### src/hdl/sra_pkg.sv
// shared constants of the serial register port, both ends
package sra_pkg;
	localparam int unsigned FRAME_BITS   = 8;
	localparam int unsigned CNT_W        = 3;      // modulo-8 clock counter
	localparam int unsigned CLK_NS       = 8;      // core clock period
	localparam int unsigned SCK_HALF_NS  = 64;     // host serial clock half
	localparam int unsigned SCK_HALF_CYC = (SCK_HALF_NS / CLK_NS < 1) ? 1 :
		SCK_HALF_NS / CLK_NS;
	// command fields
	localparam int unsigned WR_BIT   = 7;
	localparam int unsigned ADDR_MSB = 6;
	localparam int unsigned ADDR_LSB = 4;
	localparam int unsigned STD_BIT  = 1;
	localparam int unsigned BANK_BIT = 0;
	localparam int unsigned CLAMP_BIT = 0;
	localparam logic [2:0] CMD_ADDR    = 3'h6;
	localparam logic [2:0] UNUSED_ADDR = 3'h7;
	// reset values
	localparam logic       ERR_FLAG_RST = 1'h1;
	localparam logic [3:0] CTRL_RST = 4'h0;
	// answer headers
	localparam logic [1:0] STD_HDR  = 2'h0;
	localparam logic [1:0] DIAGNOSIS_HDR = 2'h1;
	localparam logic       CTRL_HDR = 1'h1;
	typedef logic [FRAME_BITS-1:0] sra_byte_t;
endpackage : sra_pkg

### src/hdl/sra_if.sv
// serial link between host and device, one modport per end
`timescale 1ns/1ps
`default_nettype none
interface sra_if;
	logic cs_n;      // chain_select, active low
	logic sclk;      // serial clock from host
	logic host_out;  // host to device serial input
	logic dev_so;    // device serial output value
	logic dev_so_oe; // device drives serial output
	logic host_in;   // resolved line seen by host
	// undriven line reads low here, a stand-in for a weak pull
	assign host_in = dev_so_oe & dev_so;
	modport dev  (input cs_n, input sclk, input host_out,
		output dev_so, output dev_so_oe);
	modport host (output cs_n, output sclk, output host_out,
		input host_in);
endinterface : sra_if
`default_nettype wire

### src/hdl/sra_sync.sv
// two-flop synchroniser with edge pulses for pin inputs
`timescale 1ns/1ps
`default_nettype none
module sra_sync #(
	parameter int unsigned W       = 1,
	parameter logic [W-1:0] RST_VAL = '0
) (
	input  wire logic         core_clk_i,
	input  wire logic         rst_i,
	input  wire logic [W-1:0] d_i,
	output logic      [W-1:0] q_o,
	output logic      [W-1:0] rise_o,
	output logic      [W-1:0] fall_o
);
	logic [W-1:0] meta_r, sync_r, old_r;

	// first stage is read only by the second
	always_ff @(posedge core_clk_i) begin
		if (rst_i) begin
			meta_r <= RST_VAL;
			sync_r <= RST_VAL;
			old_r  <= RST_VAL;
		end else begin
			meta_r <= d_i;
			sync_r <= meta_r;
			old_r  <= sync_r;
		end
	end

	// edges from the settled stages only
	assign q_o    = sync_r;
	assign rise_o = sync_r & ~old_r;
	assign fall_o = ~sync_r & old_r;
endmodule : sra_sync
`default_nettype wire

### src/hdl/sra_dev.sv
// device end: serial slave with control and diagnosis register banks
// Summary of operation
// - chip select fall starts, rise ends transfer
// - sample input on fall, output on rise
// - modulo-8 clock count gates data acceptance
// - ignore pins, output released while deselected
// - load diagnosis word at select fall
// - error OR input shown until first rise
// - decode only nonzero multiple of eight
// - copy shift register to input matrix
// - host keeps clock low at select edges
// - eight-bit frames, most significant bit first
// - chained devices pass bits, 8 per device
// - eight control, four diagnosis 4-bit registers
// - write: bit7 set, address, value stored
// - read: bank bit, or standard diagnosis request
// - standard word: awake, limp home, pair faults
// - read answered in second frame, low nibble
// - second frame command executes normally
// - error flag: cleared ok, set fail/reset
// - reset restores all protocol state
// - command bits self-clear, clamp after frame
`timescale 1ns/1ps
`default_nettype none
module sra_dev (
	input  wire logic                   core_clk_i,
	input  wire logic                   rst_i,
	sra_if.dev                          link,
	input  wire logic                   awake_flag_i,
	input  wire logic                   limp_home_flag_i,
	input  wire logic [3:0]             pair_fault_alert_i,
	input  wire logic [15:0]            diagnosis_bank_i,
	output logic      [31:0]            control_bank_o,
	output logic      [3:0]             cmd_exec_o,
	output logic                        clamp_command_bit_o,
	output logic                        transmission_error_flag_o,
	output sra_pkg::sra_byte_t          input_matrix_o,
	output logic                        frame_done_o
);
	import sra_pkg::*;

	logic [2:0] pin_q, pin_rise, pin_fall;
	logic       cs_rise, cs_fall, sclk_rise, sclk_fall, si_q;

	// cs idles high; first flop never leaves the synchroniser
	sra_sync #(
		.W       (3),
		.RST_VAL (3'h4)
	) u_sync (
		.core_clk_i (core_clk_i),
		.rst_i      (rst_i),
		.d_i        ({link.cs_n, link.sclk, link.host_out}),
		.q_o        (pin_q),
		.rise_o     (pin_rise),
		.fall_o     (pin_fall)
	);

	assign cs_rise   = pin_rise[2];
	assign cs_fall   = pin_fall[2];
	assign sclk_rise = pin_rise[1];
	assign sclk_fall = pin_fall[1];
	assign si_q      = pin_q[0];

	sra_byte_t        shreg_r, shreg_nxt;
	sra_byte_t        in_mat_r, in_mat_nxt;
	logic [CNT_W-1:0] cnt_r, cnt_nxt;
	logic             seen_r, seen_nxt;
	logic             active_r, active_nxt;
	logic             pre_r, pre_nxt;
	logic             so_r, so_nxt;
	logic             err_r, err_nxt;
	logic             rd_pend_r, rd_pend_nxt;
	logic             rd_bank_r, rd_bank_nxt;
	logic [2:0]       rd_addr_r, rd_addr_nxt;
	logic [3:0]       exec_r, exec_nxt;
	logic             done_r, done_nxt;
	logic [3:0]       ctrl_r [8];
	logic [3:0]       ctrl_nxt [8];

	// word placed in the shift register at select fall
	function automatic sra_byte_t load_word(
		input logic       pend,
		input logic       bank,
		input logic [2:0] addr,
		input logic [3:0] cval,
		input logic [15:0] dbank,
		input logic       awake,
		input logic       limp,
		input logic [3:0] pf
	);
		sra_byte_t w;
		w = {STD_HDR, awake, limp, pf};
		if (pend) begin
			if (bank)
				w = {DIAGNOSIS_HDR, addr[1:0],
					dbank[addr[1:0]*4 +: 4]};
			else
				w = {CTRL_HDR, addr, cval};
		end
		return w;
	endfunction : load_word

	// protocol sequencing and command decode
	always_comb begin
		logic [2:0] a;
		a           = shreg_r[ADDR_MSB:ADDR_LSB];
		shreg_nxt   = shreg_r;
		in_mat_nxt  = in_mat_r;
		cnt_nxt     = cnt_r;
		seen_nxt    = seen_r;
		active_nxt  = active_r;
		pre_nxt     = pre_r;
		so_nxt      = so_r;
		err_nxt     = err_r;
		rd_pend_nxt = rd_pend_r;
		rd_bank_nxt = rd_bank_r;
		rd_addr_nxt = rd_addr_r;
		exec_nxt    = '0;                          // pulses only
		done_nxt    = 1'b0;
		for (int i = 0; i < 8; i++)
			ctrl_nxt[i] = ctrl_r[i];
		if (cs_fall) begin                         // start of access
			active_nxt = 1'b1;
			pre_nxt    = 1'b1;
			cnt_nxt    = '0;
			seen_nxt   = 1'b0;
			shreg_nxt  = load_word(rd_pend_r, rd_bank_r, rd_addr_r,
				ctrl_r[rd_addr_r], diagnosis_bank_i, awake_flag_i,
				limp_home_flag_i, pair_fault_alert_i);
			so_nxt     = err_r | si_q;
		end else if (active_r && cs_rise) begin    // end of access
			active_nxt = 1'b0;
			done_nxt   = 1'b1;
			in_mat_nxt = shreg_r;
			if (seen_r && cnt_r == '0) begin
				err_nxt = 1'b0;
				// clamp bit lives until the next good frame
				ctrl_nxt[CMD_ADDR][CLAMP_BIT] = 1'b0;
				if (shreg_r[WR_BIT]) begin
					rd_pend_nxt = 1'b0;
					if (a == CMD_ADDR) begin
						exec_nxt = shreg_r[3:0];
						ctrl_nxt[CMD_ADDR][CLAMP_BIT] = shreg_r[CLAMP_BIT];
					end else if (a != UNUSED_ADDR) begin
						ctrl_nxt[a] = shreg_r[3:0];
					end
				end else if (shreg_r[STD_BIT]) begin
					rd_pend_nxt = 1'b0;
				end else begin
					rd_pend_nxt = 1'b1;
					rd_bank_nxt = shreg_r[BANK_BIT];
					rd_addr_nxt = a;
				end
			end else begin
				err_nxt = 1'b1;                        // discard
			end
		end else if (active_r) begin
			if (pre_r)
				so_nxt = err_r | si_q;                 // chain sees error
			if (sclk_rise) begin
				pre_nxt = 1'b0;
				so_nxt  = shreg_r[FRAME_BITS-1];       // msb first
			end
			if (sclk_fall) begin
				// bits beyond eight pass on down the chain
				shreg_nxt = {shreg_r[FRAME_BITS-2:0], si_q};
				cnt_nxt   = cnt_r + 1'b1;              // wraps at 8
				seen_nxt  = 1'b1;
			end
		end
	end

	// registers of the protocol and the control bank
	always_ff @(posedge core_clk_i) begin
		if (rst_i) begin
			shreg_r   <= '0;
			in_mat_r  <= '0;
			cnt_r     <= '0;
			seen_r    <= 1'b0;
			active_r  <= 1'b0;
			pre_r     <= 1'b0;
			so_r      <= 1'b0;
			err_r     <= ERR_FLAG_RST;
			rd_pend_r <= 1'b0;
			rd_bank_r <= 1'b0;
			rd_addr_r <= '0;
			exec_r    <= '0;
			done_r    <= 1'b0;
			for (int i = 0; i < 8; i++)
				ctrl_r[i] <= CTRL_RST;
		end else begin
			shreg_r   <= shreg_nxt;
			in_mat_r  <= in_mat_nxt;
			cnt_r     <= cnt_nxt;
			seen_r    <= seen_nxt;
			active_r  <= active_nxt;
			pre_r     <= pre_nxt;
			so_r      <= so_nxt;
			err_r     <= err_nxt;
			rd_pend_r <= rd_pend_nxt;
			rd_bank_r <= rd_bank_nxt;
			rd_addr_r <= rd_addr_nxt;
			exec_r    <= exec_nxt;
			done_r    <= done_nxt;
			for (int i = 0; i < 8; i++)
				ctrl_r[i] <= ctrl_nxt[i];
		end
	end

	// output released whenever the device is not selected
	assign link.dev_so    = so_r;
	assign link.dev_so_oe = active_r;

	always_comb begin
		for (int i = 0; i < 8; i++)
			control_bank_o[i*4 +: 4] = ctrl_r[i];
	end

	assign cmd_exec_o                = exec_r;
	assign clamp_command_bit_o       = ctrl_r[CMD_ADDR][CLAMP_BIT];
	assign transmission_error_flag_o = err_r;
	assign input_matrix_o            = in_mat_r;
	assign frame_done_o              = done_r;
endmodule : sra_dev
`default_nettype wire

### src/flat_wrapper.sv
// flat-port wrapper written by rule: the top's interface ports become plain ports
module sra_dev_flat import sra_pkg::*;
  (core_clk_i, rst_i, awake_flag_i, limp_home_flag_i, pair_fault_alert_i, diagnosis_bank_i, control_bank_o, cmd_exec_o, clamp_command_bit_o, transmission_error_flag_o, input_matrix_o, frame_done_o, link_cs_n, link_sclk, link_host_out, link_dev_so, link_dev_so_oe);
  sra_if link_i ();
  input  wire logic core_clk_i;
  input  wire logic rst_i;
  input  wire logic awake_flag_i;
  input  wire logic limp_home_flag_i;
  input  wire logic [3:0] pair_fault_alert_i;
  input  wire logic [15:0] diagnosis_bank_i;
  output logic      [31:0] control_bank_o;
  output logic      [3:0] cmd_exec_o;
  output logic clamp_command_bit_o;
  output logic transmission_error_flag_o;
  output sra_pkg::sra_byte_t input_matrix_o;
  output logic frame_done_o;
  input wire logic [$bits(link_i.cs_n)-1:0] link_cs_n;
  input wire logic [$bits(link_i.sclk)-1:0] link_sclk;
  input wire logic [$bits(link_i.host_out)-1:0] link_host_out;
  output wire logic [$bits(link_i.dev_so)-1:0] link_dev_so;
  output wire logic [$bits(link_i.dev_so_oe)-1:0] link_dev_so_oe;
  assign link_i.cs_n = link_cs_n;
  assign link_i.sclk = link_sclk;
  assign link_i.host_out = link_host_out;
  assign link_dev_so = link_i.dev_so;
  assign link_dev_so_oe = link_i.dev_so_oe;
  sra_dev u_core (.core_clk_i(core_clk_i), .rst_i(rst_i), .link(link_i), .awake_flag_i(awake_flag_i), .limp_home_flag_i(limp_home_flag_i), .pair_fault_alert_i(pair_fault_alert_i), .diagnosis_bank_i(diagnosis_bank_i), .control_bank_o(control_bank_o), .cmd_exec_o(cmd_exec_o), .clamp_command_bit_o(clamp_command_bit_o), .transmission_error_flag_o(transmission_error_flag_o), .input_matrix_o(input_matrix_o), .frame_done_o(frame_done_o));
endmodule
### config.mk
export PLATFORM = sky130hd
export DESIGN_NAME = sra_dev_flat
export DESIGN_NICKNAME = d
export VERILOG_FILES = /design/src/hdl/sra_pkg.sv /design/src/hdl/sra_if.sv /design/src/hdl/sra_sync.sv /design/src/hdl/sra_dev.sv /design/src/flat_wrapper.sv
export SDC_FILE = /design/constraint.sdc
export NUM_CORES = 1
export LEC_CHECK = 0
export ABC_AREA = 1
export BUFFER_PORTS_ARGS = -buffer_cell sky130_fd_sc_hd__buf_2
export CORE_MARGIN = 8
export CORE_UTILIZATION = 58
export CTS_CLUSTER_DIAMETER = 200
export DETAILED_ROUTE_END_ITERATION = 10
export PLACE_DENSITY_LB_ADDON = 0.12
export SYNTH_ARGS = -nofsm -noshare
export SYNTH_HDL_FRONTEND = slang
export SYNTH_SLANG_ARGS = --single-unit
### constraint.sdc
create_clock -name core_clk_i -period 2.9 [get_ports core_clk_i]
set_clock_uncertainty 0.05 [all_clocks]
set_input_delay 0.29 -clock core_clk_i [delete_from_list [all_inputs] [get_ports core_clk_i]]
set_output_delay 0.29 -clock core_clk_i [all_outputs]
set_load 0.02 [all_outputs]
* Word level (Yosys, flattened, before mapping)
Memories as Yosys holds them, arrays and structs flattened. A register that Yosys moved wholly into a read port is not among the register bits.
Index checks and enable logic that the tools add are counted.
** Storage, ports and cells
- Register bits after elaboration :: 43
- RAM bits :: 32
- Input port bits :: 27
- Word-level logic and storage cells :: 107
- Memories :: 1
** Cells by class
- $add $sub $neg :: 1
- Order comparisons :: 2
- Equal/unequal tests :: 3
- Shift-type cells :: 1
- Muxes and demuxes :: 45
- Bitwise gates (word level) :: 20
- Reduce and logical (&&, ||, !) cells :: 18
** Memories
- u_core.ctrl_r :: words 8, bits a word 4, rd ports 9, clocked after Yosys merged registers in 1, wr ports 8, line sra_dev.sv:77 : logic [3:0] ctrl_r [8];
** Operator list (count)
- 2-to-1 mux 32 bit :: 5
- 2-to-1 mux 8 bit :: 6
- 2-to-1 mux 4 bit :: 10
- bitwise mux 32 bit :: 1
- 2-to-1 mux 27 bit :: 1
- 2-to-1 mux 1 bit :: 19
- indexed part select 16 x 5 -> 4 bit :: 1
- AND reduction 3 bit :: 5
- demux 4 bit (select 3 bit) :: 1
- OR 1 bit :: 9
- nonzero test 2 bit :: 4
- AND 3 bit :: 2
- 2-to-1 mux 3 bit :: 2
- inverter 1 bit :: 6
- inverter 3 bit :: 2
- OR reduction 6 bit :: 1
- AND reduction 5 bit :: 1
- greater-or-equal comparator 4 bit, second input constant :: 1
- less-than comparator 4 x 1 -> 1 bit, second input constant :: 1
- inverter 3 -> 4 bit :: 1
- adder 3 x 1 -> 3 bit, second input constant :: 1
- equality test 3 bit, second input constant :: 1
- logical AND 1 bit :: 3
- logical NOT 3 bit :: 1
- 5 further kinds :: 5

* Longest topological paths before layout
- Word-level depth :: 13
- Depth in mapped cells :: 9

* Hierarchy
From an unflattened synthesis, not the netlist that was laid out.
** Unflattened totals
- Cell total of the unflattened synthesis :: 476
- Area total of the unflattened synthesis :: 3424.5 um2
** Modules (own cells, without submodules)
- sra_dev :: times used 1, cells an instance 439, area an instance 3139.3 um2
- sra_sync :: times used 1, cells an instance 37, area an instance 285.3 um2

* Worst setup path before layout
OpenSTA, ideal clock, no wires.
- Path type :: reg-to-reg
- Start point :: reg u_core.active_r (netlist: u_core.link.dev_so_oe)
- End point :: reg (tool-made name)
- Setup time :: 113 ps
- Data arrival time :: 1269 ps
- Data required time :: 2737 ps
- Setup slack :: 1468 ps
- Cell stages (with the launch flop) :: 8
- Buffers on the path :: 0
- Period minus slack after synthesis :: 1432 ps
- Cell sequence :: dfxtp_1 > nand3_1 > inv_2 > nand4_4 > nor2_4 > nand2_1 > nand2_1 > nor2_1
** RTL lines
- start: declaration :: line sra_dev.sv:68 : logic active_r, active_nxt;
- start signal: assignment :: line sra_dev.sv:196 : active_r <= active_nxt;

==> summary.md <==
| Metric | Value |
|---|---|
| Result of the run | finished clean |
| Post-Syn Area | 3390 sq um |
| Quantity of hold-fixing buffers added after cts | 0 |
| Pwr per Cell Area | 526 nW/um^2 |
| Sw Ratio | 0.242 |
| Area growth syn-to-layout | 18.5% |
| Cells along the critical path | nand3_1 -> inv_2 -> nand4_4 -> nor2_4 -> nand2_1 -> nand2_1 -> nor2_1 |
| Worst path slowest cell | sky130_fd_sc_hd__dfxtp_1 |
| Leading cell types in the layout, fill and taps excluded | sky130_fd_sc_hd__nand2_1 (129), sky130_fd_sc_hd__dfxtp_1 (77), sky130_fd_sc_hd__buf_2 (75) |
| Worst-path clk slew | 0.09 ns |
| DR DRC count | 0 |
| Hold Path Depth | 2 |
| Length of the first detailed-routing pass in iterations | 4 |
| Layout cells sized above 1 | 0.195 |
| Source-to-sink clock delay at the later pin of the worst-skew pair | 0.36 ns |
| Hold-critical path endpoint | u_core.u_sync.meta_r[2]$_SDFF_PP1_ |
| Data required time of the worst path | 3.10 ns |
| Congestion Overflow GR | 0 |
| Clock root buffer | sky130_fd_sc_hd__clkbuf_8 |
| Global router's overall resource usage | 0.208 |
| Starting utilization of the core area | 0.587 |
| Routed vias/inst | 5.19 |
| Residual antenna-violating net count after detailed routing | 0 |
| Top Family by Delay on Critical Path | simple AND/OR/NAND/NOR gates |
| Power share of the combinational group | 0.050 |
| Core region area | 5780 sq um |
| Leading cell type in the layout, fill and taps excluded | sky130_fd_sc_hd__nand2_1 |
| Cell Area, Placed | 3790 sq um |
| Fin nets | 594 |
| Cells after Synth | 493 |
| CTS Buffer Depth | 2 |
| Mean instance size in the synthesized netlist | 6.89 sq um |
| Startpoint of the worst hold path | link_cs_n |
| Endpoint arrival time on the critical path | 1.93 ns |
| Die area | 8560 sq um |
| Leakage power figure | 1.89 nW |
| Critical Path Max Stage Delay | 0.37 ns |
| Dominant cell type by area after synthesis | sky130_fd_sc_hd__dfxtp_1 |
| Final setup fails | 0 |
| Flip-flop and latch count after synthesis | 77 |
| Total of cells resized after clock tree synthesis | 0 |
| Via count | 3348 |
| Number of slew-limit violations in the final report | 0 |
| H-tree lvl count | 3 |
| Vias in the first global route | 3072 |
| Top post-synthesis cells by area | sky130_fd_sc_hd__dfxtp_1 (45%), sky130_fd_sc_hd__nand2_1 (14%), sky130_fd_sc_hd__nand3_1 (8.4%), sky130_fd_sc_hd__nor2_1 (7.7%), sky130_fd_sc_hd__inv_1 (5.8%) |
| Startpoint types | register |
| Count of buffers from port buffering | 75 |
| Count of cell types in the netlist | 27 |
| Die Width | 92.5 um |
| Num CTS Buffers | 9 |
| Total non-filler cell area in the finished layout | 4020 sq um |
| Critical path capture point type | register |
| Fraction of post-synthesis cell area in the top cell type by area | 0.454 |
| Critical Path Fanout Max | 21 |
| Clock Sinks | 77 |
| DR WL/cell | 13.6 um |
| Final estimated routing congestion in global placement | 0.837 |
| Global-route wire length before repair | 14500 um |
| Sum of negative setup slack | 0 ns |
| Startpoint of the worst register-to-register path | u_core.link.dev_so_oe$_SDFFE_PP0P_ |
| Minimum clock period after layout | 1.72 ns |
| Setup CP Type | reg -> reg |
| DP HPWL | 6200 um |
| FF-to-FF path depth | 7 |
| Syn_nets | 522 |
| Tot Pwr | 0.00212 W |
| Drt first-iter violations | 202 |
| Number of warnings reported in the yosys synthesis log | 0 |
| Worst rel slew slack | 0.638 |
| Count of buffering cells on the critical path with inverters included | 1 |
| Largest net degree at the start of global routing | 25 |
| Chip Height | 92.5 um |
| Least-Margin Pin Slew | 0.540 ns |
| Post CTS Setup Buffer Count | 0 |
| RSZ-0062 raised after global routing | no |
| Power share of the sequential group | 0.509 |
| VDD IR max | 407 uV |
| Sequential cell area fraction in the yosys report | 0.454 |
| Antenna violations before repair | 0 |
| Cell type with the highest occurrence count on the critical path | sky130_fd_sc_hd__nand2_1 |
| Number of diodes | 0 |
| Worst reg-to-reg setup slack | 1.18 ns |
| Std-Cell Rows | 28 |
| CTS tree | yes |
| Clk network pwr share | 0.440 |
| Net switching power | 0.000512 W |
| Total wire length | 8770 um |
| Count of endpoints failing hold in the final timing report | 0 |
| Path category of the worst min-delay check | in -> reg |
| Power Internal | 0.00160 W |
| I/O pins | 76 |
| Share of the clock period used by the worst path after layout | 0.594 |
| Max Clk Rate | 0.580 GHz |
| Max Cap Viol | 0 |
[power groups by stage]
stage               Sequential, W  Combinational (W)  Clock [W]
floorplan                 0.00110          0.0000654          0
global placement          0.00110           0.000103          0
detailed placement        0.00110           0.000105          0
CTS                       0.00108           0.000106   0.000939
global route              0.00108           0.000119   0.000983
finish                    0.00108           0.000107   0.000932
[cells in the mapped netlist]
cell,number
sky130_fd_sc_hd__nand3_1,57
sky130_fd_sc_hd__nor2_1,70
sky130_fd_sc_hd__nor3_2,1
sky130_fd_sc_hd__a221oi_1,1
sky130_fd_sc_hd__nand4_4,1
sky130_fd_sc_hd__clkinv_2,1
sky130_fd_sc_hd__buf_4,5
sky130_fd_sc_hd__buf_1,1
sky130_fd_sc_hd__nand2_1,129
sky130_fd_sc_hd__nor2_2,2
sky130_fd_sc_hd__ha_1,2
sky130_fd_sc_hd__nand4_2,1
sky130_fd_sc_hd__buf_2,4
sky130_fd_sc_hd__clkbuf_1,6
sky130_fd_sc_hd__inv_2,4
sky130_fd_sc_hd__dfxtp_1,77
sky130_fd_sc_hd__a21boi_0,1
sky130_fd_sc_hd__nor2_4,5
sky130_fd_sc_hd__nor3_1,1
sky130_fd_sc_hd__nand2_2,1
sky130_fd_sc_hd__o21ai_0,25
sky130_fd_sc_hd__clkinv_1,5
sky130_fd_sc_hd__a21oi_1,36
sky130_fd_sc_hd__o21a_1,1
sky130_fd_sc_hd__inv_1,52
sky130_fd_sc_hd__o22ai_1,2
sky130_fd_sc_hd__or2_2,2
[kinds of logic after synthesis]
| logic type | Yosys count | share of synthesized area |
|---|---|---|
| buffers and inverters | 78 | 0.0936 |
| DFF | 77 | 0.454 |
| and+or+nand+nor | 270 | 0.344 |
| adders and majority gates | 2 | 0.00737 |
| AOI/OAI and AO/OA | 66 | 0.101 |
[area by class of cell]
type | count | area [sq um]
repair buffers | 77 | 390
inverters | 62 | 234
clock buffers | 9 | 124
multi-input cells | 338 | 1540
clock inverters | 7 | 104
flip-flops and latches | 77 | 1540
well taps | 75 | 93.8
fillers | 537 | 1760
[worst max-delay path by stage]
stage | start | slack, ns | cells after the start | end
after floorplan | u_core.link.dev_so_oe$_SDFFE_PP0P_ | 1.47 | 7 | register
after global placement | rst_i | 1.02 | 5 | register
after global routing | u_core.link.dev_so_oe$_SDFFE_PP0P_ | 1.01 | 7 | register
final | u_core.link.dev_so_oe$_SDFFE_PP0P_ | 1.18 | 7 | register
after CTS | u_core.link.dev_so_oe$_SDFFE_PP0P_ | 1.18 | 7 | register
after detailed placement | rst_i | 0.98 | 5 | register
[metrics by stage]
step | util | instances | hold slack (ns) | worst slack (ns)
2_1_floorplan | - | 493 | 0.338 | 1.47
3_3_place_gp | 0.656 | 629 | 0.341 | 1.02
3_5_place_dp | 0.656 | 629 | 0.347 | 0.976
4_1_cts | 0.696 | 645 | 0.0612 | 1.18
5_1_grt | 0.696 | 645 | 0.0670 | 1.01
6_report | 0.696 | 645 | 0.0699 | 1.18
[layer usage]
metal	track usage	routed length [um]	vias to the layer above	part of all wire
met5	0	0	-	0
met4	0.0738	140	0	0.016
met3	0.0599	627	14	0.071
met2	0.327	3900	123	0.44
met1	0.264	4100	1510	0.47
li1	-	-	1701	-
(Power assumes the default switching activity.)
